--- src/direct_move_cfg.svh ---
// Purpose: constants for the direct-address move decoder
// Assumes: 16-bit instruction, opcode in the upper byte
// Notes:   included by its bare name
`ifndef DIRECT_MOVE_CFG_SVH
`define DIRECT_MOVE_CFG_SVH

// opcodes of the direct moves
`define OP_WORD_LD_DP   8'h08
`define OP_WORD_ST_DP   8'h18
`define OP_WORD_TO_PTR  8'h0C
`define OP_WORD_FROM_PTR 8'h1C
`define OP_WORD_PUSH    8'h0B
`define OP_WORD_POP     8'h1B
`define OP_HALF_LD_DP   8'h09
`define OP_HALF_ST_DP   8'h19
`define OP_HALF_TO_PTR  8'h0D
`define OP_HALF_FROM_PTR 8'h1D
`define OP_BYTE_LD_DP   8'h0A
`define OP_BYTE_ST_DP   8'h1A
`define OP_BYTE_TO_PTR  8'h0E
`define OP_BYTE_FROM_PTR 8'h1E

// opcodes with no hardware behind them
`define OP_RES_LOAD     8'hBC
`define OP_RES_STORE    8'hBD
`define OP_COPROC_GRP   8'h9F
`define COPROC_SUB_LO   4'hC

// pointer steps and field scaling
`define STEP_WORD       32'h0000_0004
`define STEP_HALF       32'h0000_0002
`define STEP_BYTE       32'h0000_0001
`define SHIFT_HALF      1
`define SHIFT_WORD      2

// reset values of the pointers
`define DP_RESET        32'h0000_0000
`define SP_RESET        32'h0000_0000

`endif

--- src/direct_move_pkg.sv ---
// Purpose: types for the direct-address move decoder
// Assumes: nothing beyond the cfg header
// Notes:   no constants here; they live in the cfg header
package direct_move_pkg;

   typedef enum logic [3:0] {
      ST_IDLE  = 4'b0001,
      ST_READ  = 4'b0010,
      ST_WRITE = 4'b0100,
      ST_DONE  = 4'b1000
   } move_state_t;

   typedef enum logic [1:0] {
      SZ_BYTE = 2'h0,
      SZ_HALF = 2'h1,
      SZ_WORD = 2'h2
   } move_size_t;

   typedef enum logic [1:0] {
      CLS_NONE = 2'h0,
      CLS_A    = 2'h1,
      CLS_B    = 2'h2
   } cycle_class_t;

endpackage : direct_move_pkg
--- src/direct_address_move_decoder.sv ---
// Purpose: decode and run the direct-address move instructions
// Assumes: memory answers each request with a one-cycle mem_ack
// Notes:   one instruction in flight; instr_ready low while busy
// Notes on behaviour
// RULE1: opcode 08 loads direct word into pointer
// RULE2: opcode 18 stores pointer word to direct
// RULE3: 0C copies direct word to pointer, +4
// RULE4: 1C copies pointer word to direct, +4
// RULE5: 0B decrements stack by 4, then transfers
// RULE6: 1B pops stack word to direct, +4
// RULE7: 09/19 load/store pointer halfword
// RULE8: 0D/1D halfword pointer moves, pointer +2
// RULE9: 0A/1A load/store pointer byte
// RULE10: 0E/1E byte pointer moves, pointer +1
// RULE11: direct field scaled 1, 2, 4 by size
// RULE12: direct field zero-extended before scaling
// RULE13: resource opcodes BC/BD flagged unsupported
// RULE14: coprocessor opcodes 9F-C..9F-F flagged unsupported
// RULE15: upper byte opcode, lower byte direct field
`timescale 1ns/1ps
`include "direct_move_cfg.svh"

module direct_address_move_decoder (
   // clock and reset
   input  wire logic        clk,
   input  wire logic        rst,
   // instruction in
   input  wire logic        instr_valid,
   input  wire logic [15:0] instr,
   output logic             instr_ready,
   // core access to the pointers
   input  wire logic        reg_wr_en,
   input  wire logic        reg_wr_sp,
   input  wire logic [31:0] reg_wdata,
   // memory port
   output logic             mem_req,
   output logic             mem_we,
   output logic [31:0]      mem_addr,
   output logic [1:0]       mem_size,
   output logic [31:0]      mem_wdata,
   input  wire logic        mem_ack,
   input  wire logic [31:0] mem_rdata,
   // state and status
   output logic [31:0]      direct_pointer_reg,
   output logic [31:0]      stack_pointer_reg,
   output logic             done,
   output logic             unsupported_op,
   output logic [1:0]       cycle_class
);

   direct_move_pkg::move_state_t state;
   direct_move_pkg::move_state_t next_state;

   logic [7:0]  opc;
   logic [7:0]  fld;
   logic        take;
   logic        is_move;
   logic        to_dir;
   logic        grp_reg;
   logic        grp_ptr;
   logic        grp_stack;
   logic [1:0]  dsize;
   logic [31:0] eff;
   logic [31:0] step;
   logic        coproc;

   // latched per instruction
   logic        cur_load_dp;
   logic        cur_to_dp_ptr;
   logic        cur_to_sp_ptr;
   logic [31:0] cur_step;
   logic [31:0] wr_addr;
   logic [1:0]  cur_size;

   assign opc  = instr[15:8]; // RULE15
   assign fld  = instr[7:0];  // RULE15
   assign take = instr_valid && instr_ready;

   // 08..0E and 18..1E, excluding x7 and xF
   assign is_move   = (opc[7:5] == 3'h0) && opc[3] && (opc[2:0] != 3'h7);
   assign to_dir    = opc[4];
   assign grp_reg   = (opc[3:0] == 4'h8) || (opc[3:0] == 4'h9) || (opc[3:0] == 4'hA);
   assign grp_ptr   = (opc[3:0] == 4'hC) || (opc[3:0] == 4'hD) || (opc[3:0] == 4'hE);
   assign grp_stack = (opc[3:0] == 4'hB);
   assign coproc    = (opc == `OP_COPROC_GRP) && (fld[7:4] >= `COPROC_SUB_LO);

   always_comb begin
      if ((opc[3:0] == 4'h9) || (opc[3:0] == 4'hD)) begin
         dsize = direct_move_pkg::SZ_HALF;
      end else if ((opc[3:0] == 4'hA) || (opc[3:0] == 4'hE)) begin
         dsize = direct_move_pkg::SZ_BYTE;
      end else begin
         dsize = direct_move_pkg::SZ_WORD;
      end
   end

   // unsigned field, so direct space sits at the bottom of memory
   always_comb begin
      if (dsize == direct_move_pkg::SZ_BYTE) begin
         eff  = {24'h000000, fld};                            // RULE11 RULE12
         step = `STEP_BYTE;                                   // RULE10
      end else if (dsize == direct_move_pkg::SZ_HALF) begin
         eff  = {24'h000000, fld} << `SHIFT_HALF;             // RULE11 RULE12
         step = `STEP_HALF;                                   // RULE8
      end else begin
         eff  = {24'h000000, fld} << `SHIFT_WORD;             // RULE11 RULE12
         step = `STEP_WORD;                                   // RULE3 RULE4 RULE6
      end
   end

   always_comb begin
      next_state = state;
      case (state)
         direct_move_pkg::ST_IDLE: begin
            if (take && is_move) begin
               if (to_dir && grp_reg) begin
                  next_state = direct_move_pkg::ST_WRITE; // RULE2 RULE7 RULE9
               end else begin
                  next_state = direct_move_pkg::ST_READ;
               end
            end
         end
         direct_move_pkg::ST_READ: begin
            if (mem_ack) begin
               if (cur_load_dp) begin
                  next_state = direct_move_pkg::ST_DONE;
               end else begin
                  next_state = direct_move_pkg::ST_WRITE;
               end
            end
         end
         direct_move_pkg::ST_WRITE: begin
            if (mem_ack) begin
               next_state = direct_move_pkg::ST_DONE;
            end
         end
         direct_move_pkg::ST_DONE: begin
            next_state = direct_move_pkg::ST_IDLE;
         end
         default: begin
            next_state = direct_move_pkg::ST_IDLE;
         end
      endcase
   end

   always_ff @(posedge clk) begin
      if (rst) begin
         state       <= direct_move_pkg::ST_IDLE;
         instr_ready <= 1'b0;
      end else begin
         state       <= next_state;
         instr_ready <= (next_state == direct_move_pkg::ST_IDLE);
      end
   end

   // per-instruction plan
   always_ff @(posedge clk) begin
      if (rst) begin
         cur_load_dp   <= 1'b0;
         cur_to_dp_ptr <= 1'b0;
         cur_to_sp_ptr <= 1'b0;
         cur_step      <= 32'h0000_0000;
         wr_addr       <= 32'h0000_0000;
         cur_size      <= 2'h0;
      end else if (take && is_move) begin
         cur_load_dp   <= !to_dir && grp_reg;                 // RULE1 RULE7 RULE9
         cur_to_dp_ptr <= grp_ptr;
         cur_to_sp_ptr <= to_dir && grp_stack;
         cur_step      <= step;
         cur_size      <= dsize;
         if (grp_ptr && !to_dir) begin
            wr_addr <= direct_pointer_reg;                    // RULE3 RULE8 RULE10
         end else if (grp_stack && !to_dir) begin
            wr_addr <= stack_pointer_reg - `STEP_WORD;        // RULE5
         end else begin
            wr_addr <= eff;
         end
      end
   end

   // memory port, held until acknowledged
   always_ff @(posedge clk) begin
      if (rst) begin
         mem_req   <= 1'b0;
         mem_we    <= 1'b0;
         mem_addr  <= 32'h0000_0000;
         mem_size  <= 2'h0;
         mem_wdata <= 32'h0000_0000;
      end else if (state == direct_move_pkg::ST_IDLE) begin
         if (take && is_move) begin
            mem_req  <= 1'b1;
            mem_size <= dsize;
            if (to_dir && grp_reg) begin
               mem_we    <= 1'b1;
               mem_addr  <= eff;
               mem_wdata <= direct_pointer_reg;               // RULE2 RULE7 RULE9
            end else if (to_dir && grp_ptr) begin
               mem_we   <= 1'b0;
               mem_addr <= direct_pointer_reg;                // RULE4 RULE8 RULE10
            end else if (to_dir && grp_stack) begin
               mem_we   <= 1'b0;
               mem_addr <= stack_pointer_reg;                 // RULE6
            end else begin
               mem_we   <= 1'b0;
               mem_addr <= eff;                               // RULE1 RULE3 RULE5
            end
         end
      end else if (state == direct_move_pkg::ST_READ) begin
         if (mem_ack) begin
            mem_req   <= !cur_load_dp;
            mem_we    <= !cur_load_dp;
            mem_addr  <= wr_addr;
            mem_wdata <= mem_rdata;
         end
      end else if (state == direct_move_pkg::ST_WRITE) begin
         if (mem_ack) begin
            mem_req <= 1'b0;
            mem_we  <= 1'b0;
         end
      end
   end

   // pointers: core writes only while idle
   always_ff @(posedge clk) begin
      if (rst) begin
         direct_pointer_reg <= `DP_RESET;
         stack_pointer_reg  <= `SP_RESET;
      end else if (state == direct_move_pkg::ST_IDLE) begin
         if (take && is_move && grp_stack && !to_dir) begin
            stack_pointer_reg <= stack_pointer_reg - `STEP_WORD; // RULE5
         end else if (reg_wr_en && reg_wr_sp) begin
            stack_pointer_reg <= reg_wdata;
         end else if (reg_wr_en) begin
            direct_pointer_reg <= reg_wdata;
         end
      end else if ((state == direct_move_pkg::ST_READ) && mem_ack && cur_load_dp) begin
         // narrow loads are zero-extended into the pointer
         if (cur_size == direct_move_pkg::SZ_BYTE) begin
            direct_pointer_reg <= {24'h000000, mem_rdata[7:0]};  // RULE9
         end else if (cur_size == direct_move_pkg::SZ_HALF) begin
            direct_pointer_reg <= {16'h0000, mem_rdata[15:0]};   // RULE7
         end else begin
            direct_pointer_reg <= mem_rdata;                     // RULE1
         end
      end else if (state == direct_move_pkg::ST_DONE) begin
         if (cur_to_dp_ptr) begin
            direct_pointer_reg <= direct_pointer_reg + cur_step; // RULE3 RULE4 RULE8 RULE10
         end else if (cur_to_sp_ptr) begin
            stack_pointer_reg <= stack_pointer_reg + `STEP_WORD; // RULE6
         end
      end
   end

   // status pulses and cycle class
   always_ff @(posedge clk) begin
      if (rst) begin
         done           <= 1'b0;
         unsupported_op <= 1'b0;
         cycle_class    <= direct_move_pkg::CLS_NONE;
      end else begin
         done           <= (state == direct_move_pkg::ST_DONE);
         // no channel resources and no coprocessor: flag, do nothing
         unsupported_op <= take && ((opc == `OP_RES_LOAD) || (opc == `OP_RES_STORE) || coproc); // RULE13 RULE14
         if (take && is_move) begin
            if (!to_dir && grp_reg) begin
               cycle_class <= direct_move_pkg::CLS_B;         // RULE1 RULE7 RULE9
            end else begin
               cycle_class <= direct_move_pkg::CLS_A;         // RULE2 RULE3 RULE5
            end
         end
      end
   end

   req_held_a: assert property (@(posedge clk) disable iff (rst) // RULE3
      mem_req && !mem_ack && (state != direct_move_pkg::ST_DONE) |=> mem_req && $stable(mem_addr))
      else $error("memory request dropped before ack");

   push_dec_a: assert property (@(posedge clk) disable iff (rst) // RULE5
      take && (opc == `OP_WORD_PUSH) |=> stack_pointer_reg == $past(stack_pointer_reg) - `STEP_WORD)
      else $error("stack pointer not decremented by four");

   ptr_word_a: assert property (@(posedge clk) disable iff (rst) // RULE3
      (state == direct_move_pkg::ST_DONE) && cur_to_dp_ptr && (cur_size == direct_move_pkg::SZ_WORD)
      |=> direct_pointer_reg == $past(direct_pointer_reg) + `STEP_WORD)
      else $error("pointer not advanced by four");

   ptr_half_a: assert property (@(posedge clk) disable iff (rst) // RULE8
      (state == direct_move_pkg::ST_DONE) && cur_to_dp_ptr && (cur_size == direct_move_pkg::SZ_HALF)
      |=> direct_pointer_reg == $past(direct_pointer_reg) + `STEP_HALF)
      else $error("pointer not advanced by two");

   byte_addr_a: assert property (@(posedge clk) disable iff (rst) // RULE12
      take && ((opc == `OP_BYTE_LD_DP) || (opc == `OP_BYTE_ST_DP)) |=> mem_addr == {24'h000000, $past(fld)})
      else $error("byte direct address wrong");

   word_addr_a: assert property (@(posedge clk) disable iff (rst) // RULE11
      take && ((opc == `OP_WORD_LD_DP) || (opc == `OP_WORD_ST_DP)) |=> mem_addr == {22'h0, $past(fld), 2'h0})
      else $error("word direct address not scaled by four");

   store_dp_a: assert property (@(posedge clk) disable iff (rst) // RULE2
      take && (opc == `OP_WORD_ST_DP) |=> mem_req && mem_we && (mem_wdata == $past(direct_pointer_reg)))
      else $error("pointer store not issued");

   unsup_idle_a: assert property (@(posedge clk) disable iff (rst) // RULE13
      take && ((opc == `OP_RES_LOAD) || (opc == `OP_RES_STORE)) |=> unsupported_op && !mem_req)
      else $error("resource opcode not flagged");

   coproc_flag_a: assert property (@(posedge clk) disable iff (rst) // RULE14
      take && coproc |=> unsupported_op && !mem_req && instr_ready)
      else $error("coprocessor opcode not flagged");

   load_class_a: assert property (@(posedge clk) disable iff (rst) // RULE1
      take && (opc == `OP_WORD_LD_DP) |=> (cycle_class == direct_move_pkg::CLS_B) && !mem_we)
      else $error("word load to pointer wrong class");

endmodule : direct_address_move_decoder

--- config.mk ---
export PLATFORM = sky130hd
export DESIGN_NAME = direct_address_move_decoder
export DESIGN_NICKNAME = d
export VERILOG_FILES = /design/src/direct_move_pkg.sv /design/src/direct_address_move_decoder.sv
export VERILOG_INCLUDE_DIRS = /design/src /design/src/src
export SDC_FILE = /design/constraint.sdc
export NUM_CORES = 1
export LEC_CHECK = 0
export BUFFER_PORTS_ARGS = -buffer_cell sky130_fd_sc_hd__buf_2
export CORE_MARGIN = 1
export CORE_UTILIZATION = 40
export DETAILED_ROUTE_END_ITERATION = 7
export PLACE_DENSITY = 0.69
export SLEW_MARGIN = 5
export SYNTH_ARGS = -nofsm -noshare
export SYNTH_HDL_FRONTEND = slang
export SYNTH_SLANG_ARGS = --single-unit
--- constraint.sdc ---
create_clock -name clk -period 3.3 [get_ports clk]
set_clock_uncertainty 0.1 [all_clocks]
set_input_delay 0.99 -clock clk [delete_from_list [all_inputs] [get_ports clk]]
set_output_delay 0.99 -clock clk [all_outputs]
set_load 0.05 [all_outputs]
==> impl_metrics.csv <==
group,metric,value,unit
outcome,status,"finished, final reports clean",
floorplanning,start_util,40.7,%
pwr,p_comb_share,19.2,%
timing,fmax,354,MHz
drt,ant_nets,0,
clock_network,clock-sinks,179,
synthesis,synth_seq_cells,179,
global_routing,grt_pass1_vias,11980,
critical_path,reg2reg_depth,8,
synthesis,syn_inst,1551,
clock_network,htreeDepth,4,
place,gp_congestion,0.933,
timing,rsz0062_at_grt,"false",
critical_path,endpoint_kind,"flop",
floorplanning,fp.coreArea,27900,µm²
floorplanning,rows,61,
global_routing,track_usage,31.7,%
pwr,p_int,3630,µW
critical_path,max_stage_delay,0.59,ns
cells_and_area,diodes,0,
min_path,hold_depth,2,
timing,min_period_over_period,85.6,%
synthesis,yosysWarnings,0,
place,port_buffers,222,
timing,finalHoldViolCount,0,
clock_network,cts_resized,0,
floorplanning,die_w,170,µm
min_path,hold_path_class,"reg2reg",
pwr,power_switching,1840,µW
critical_path,slowest_stage,"or3b_2",
timing,finalSetupTns,0,ns
drt,vias_per_cell,6.40,
pwr,p_leak,0.00518,µW
clock_network,cts_tree,"built",
synthesis,ys.flop_type,"dfxtp_1",
timing,hold_ws,0.367,ns
synthesis,postSynthAreaPerCell,7.31,µm²
cells_and_area,layout-drive-gt1-share,21.3,%
critical_path,path_class,"reg2reg",
timing,setup_ws,0.476,ns
drt,drt_first_pass_iters,7,
synthesis,mappedNetlistNets,1643,
critical_path,crit_arrival,3.08,ns
drt,vias,13402,
place,preCtsSetupSlack,0.187,ns
clock_network,cts_setup_buffers,0,
clock_network,numCtsBuffers,17,
pwr,peakVddDrop,358,µV
pwr,pwr_density_cell,402,nW/µm²
timing,worst_pin_slew,0.679,ns
place,dp_hpwl,33000,µm
critical_path,crit_path_max_fanout,5,
drt,drc,0,
job,maxCapViolCount,0,
cells_and_area,nNetsFinal,1795,
timing,max-slew-margin-rel,54.7,%
floorplanning,die_h,170,µm
clock_network,clockRootBuffer,"clkbuf_16",
pwr,seqPwrFrac,42.3,%
clock_network,max-clock-path-buffers,2,
floorplanning,pin_count,223,
drt,drt-initial-drc-count,1935,
synthesis,ys_async_sr_fraction,0,%
critical_path,worstSetupStartpointType,"flop",
synthesis,yosysSeqAreaShare,31.6,%
global_routing,grt.overflow.total,0,
critical_path,cp.required,3.56,ns
cells_and_area,syn_to_final_growth,20.0,%
drt,wire_per_inst,22.2,µm
clock_network,hold_buffers,0,
global_routing,grt_max_degree,70,
clock_network,path_clk_slew,0.08,ns
synthesis,synthDistinctLibCells,89,
pwr,clockPowerShare,38.4,%
global_routing,grt_antenna_before_repair,1,
floorplanning,die-area,29000,µm²
timing,setup_viol,0,
drt,wl,46500,µm
global_routing,grt_pass1_wl,70700,µm
cells_and_area,fillers,2795,
clock_network,clk_latency,0.45,ns
synthesis,synth_edf_count,0,
timing,period_minus_slack,2.82,ns
timing,final-max-slew-violation-count,0,
critical_path,crit_top_cell,"nor3_1",
synthesis,syn_area,11300,µm²
critical_path,crit_chain,"inv_1 -> ha_1 -> or3b_2 -> nor3_1 -> xnor2_1 -> a211oi_1 -> nor3_1 -> nor4_1",
pwr,p_sw_share,33.6,%
[cells in the final DEF, fill, tap and decap left out, drive strengths merged, types with 8 or more instances in the layout]
master  Yosys  layout
o21ai     126     126
clkbuf    129      17
nand2     187     187
xnor2      15      15
a21oi     120     120
a31oi      21      21
or3        11      11
a22oi      39      39
o211ai     52      52
nor3       51      51
o31ai       8       8
nand3      46      46
xor2       19      19
dfxtp     179     179
buf        39     301
nor4       19      19
and3       13      13
inv        15      21
a221oi     10      10
and2       13      13
nand2b     10      10
a211oi     22      22
a22o        9       9
o22ai      11      11
nand4      21      21
and4        8       8
a222oi     14      14
nor3b       9       9
nand3b      8       8
nor2      173     173
a311oi     43      43
or4         9       9
[path summary, 6_finish.rpt]
check / endpoint / startpoint / slack [ns]
setup / recovery: stack_pointer_reg[8]$_SDFFE_PP0P_ / stack_pointer_reg[3]$_SDFFE_PP0P_ / 0.48
hold / removal: mem_req$_SDFFE_PP0P_ / mem_req$_SDFFE_PP0P_ / 0.37
setup reg to reg: stack_pointer_reg[8]$_SDFFE_PP0P_ / stack_pointer_reg[3]$_SDFFE_PP0P_ / 0.48
hold reg to reg: mem_req$_SDFFE_PP0P_ / mem_req$_SDFFE_PP0P_ / 0.37
[cell type report]
cell class                      count  area [µm²]  area share, %
Clock buffer                       17         425           3.13
Clock inverter                     15         168           1.23
Inverter                           15        56.3          0.414
Multi-Input combinational cell   1189        7030           51.7
Sequential cell                   179        3580           26.4
Tap cell                          378         473           3.48
Timing Repair Buffer              301        1860           13.7
[cells by family (layout without fill, tap and decap cells)]
group / Yosys count / in the layout / synth area share [%]
AOI/OAI and AO/OA: 541 / 541 / 31.9
xor gates and xnor gates: 34 / 34 / 2.63
adders and majority gates: 6 / 6 / 0.729
buffers and inverters: 183 / 348 / 6.47
DFF: 179 / 179 / 31.6
muxes: 5 / 5 / 0.453
and+or+nand+nor: 603 / 603 / 26.2
[cell usage after synthesis (all sizes together) (22+ instances only)]
| master | count | area [µm²] |
|---|---|---|
| a211oi | 22 | 170 |
| a21oi | 120 | 601 |
| a22oi | 39 | 293 |
| a311oi | 43 | 377 |
| buf | 39 | 193 |
| clkbuf | 129 | 484 |
| dfxtp | 179 | 3580 |
| nand2 | 187 | 702 |
| nand3 | 46 | 230 |
| nor2 | 173 | 649 |
| nor3 | 51 | 277 |
| o211ai | 52 | 390 |
| o21ai | 126 | 631 |
[metal layers]
layer	track usage, %	part of all wire (%)	vias to the layer above
met4	16.4	4.6	0
met3	5.88	11	137
met1	44.1	42	6333
met5	0	0	-
li1	-	-	6062
met2	46.2	42	870
[metrics by stage]
| step | power [µW] | instances | utilization [%] | instance area, µm² |
|---|---|---|---|---|
| detailed placement | 3380 | 2062 | 46.7 | 13000 |
| finish | 5460 | 2094 | 48.8 | 13600 |
| global route | 5630 | 2094 | 48.8 | 13600 |
| floorplan | 3010 | 1551 | - | 11300 |
| CTS | 5450 | 2094 | 48.8 | 13600 |
| global placement | 3370 | 2062 | 46.7 | 13000 |
[worst max-delay path: cells and delay by family (launching register included)]
family	cells	cell delay, ns
flops	1	0.33
simple gates	4	1.20
buf+inv	1	0.09
compound gates	1	0.48
xor+xnor	1	0.16
fa+ha+maj	1	0.37
[power groups by stage]
| stage | sequential, µW | combinational, µW | clock, µW |
|---|---|---|---|
| 6_report | 2310 | 1050 | 2100 |
| 5_1_grt | 2320 | 1110 | 2200 |
| 4_1_cts | 2310 | 1020 | 2110 |
| 3_5_place_dp | 2360 | 1020 | 0 |
| 3_3_place_gp | 2360 | 1010 | 0 |
| 2_1_floorplan | 2470 | 536 | 0 |
Note: power is estimated with default switching activity, not from simulation.
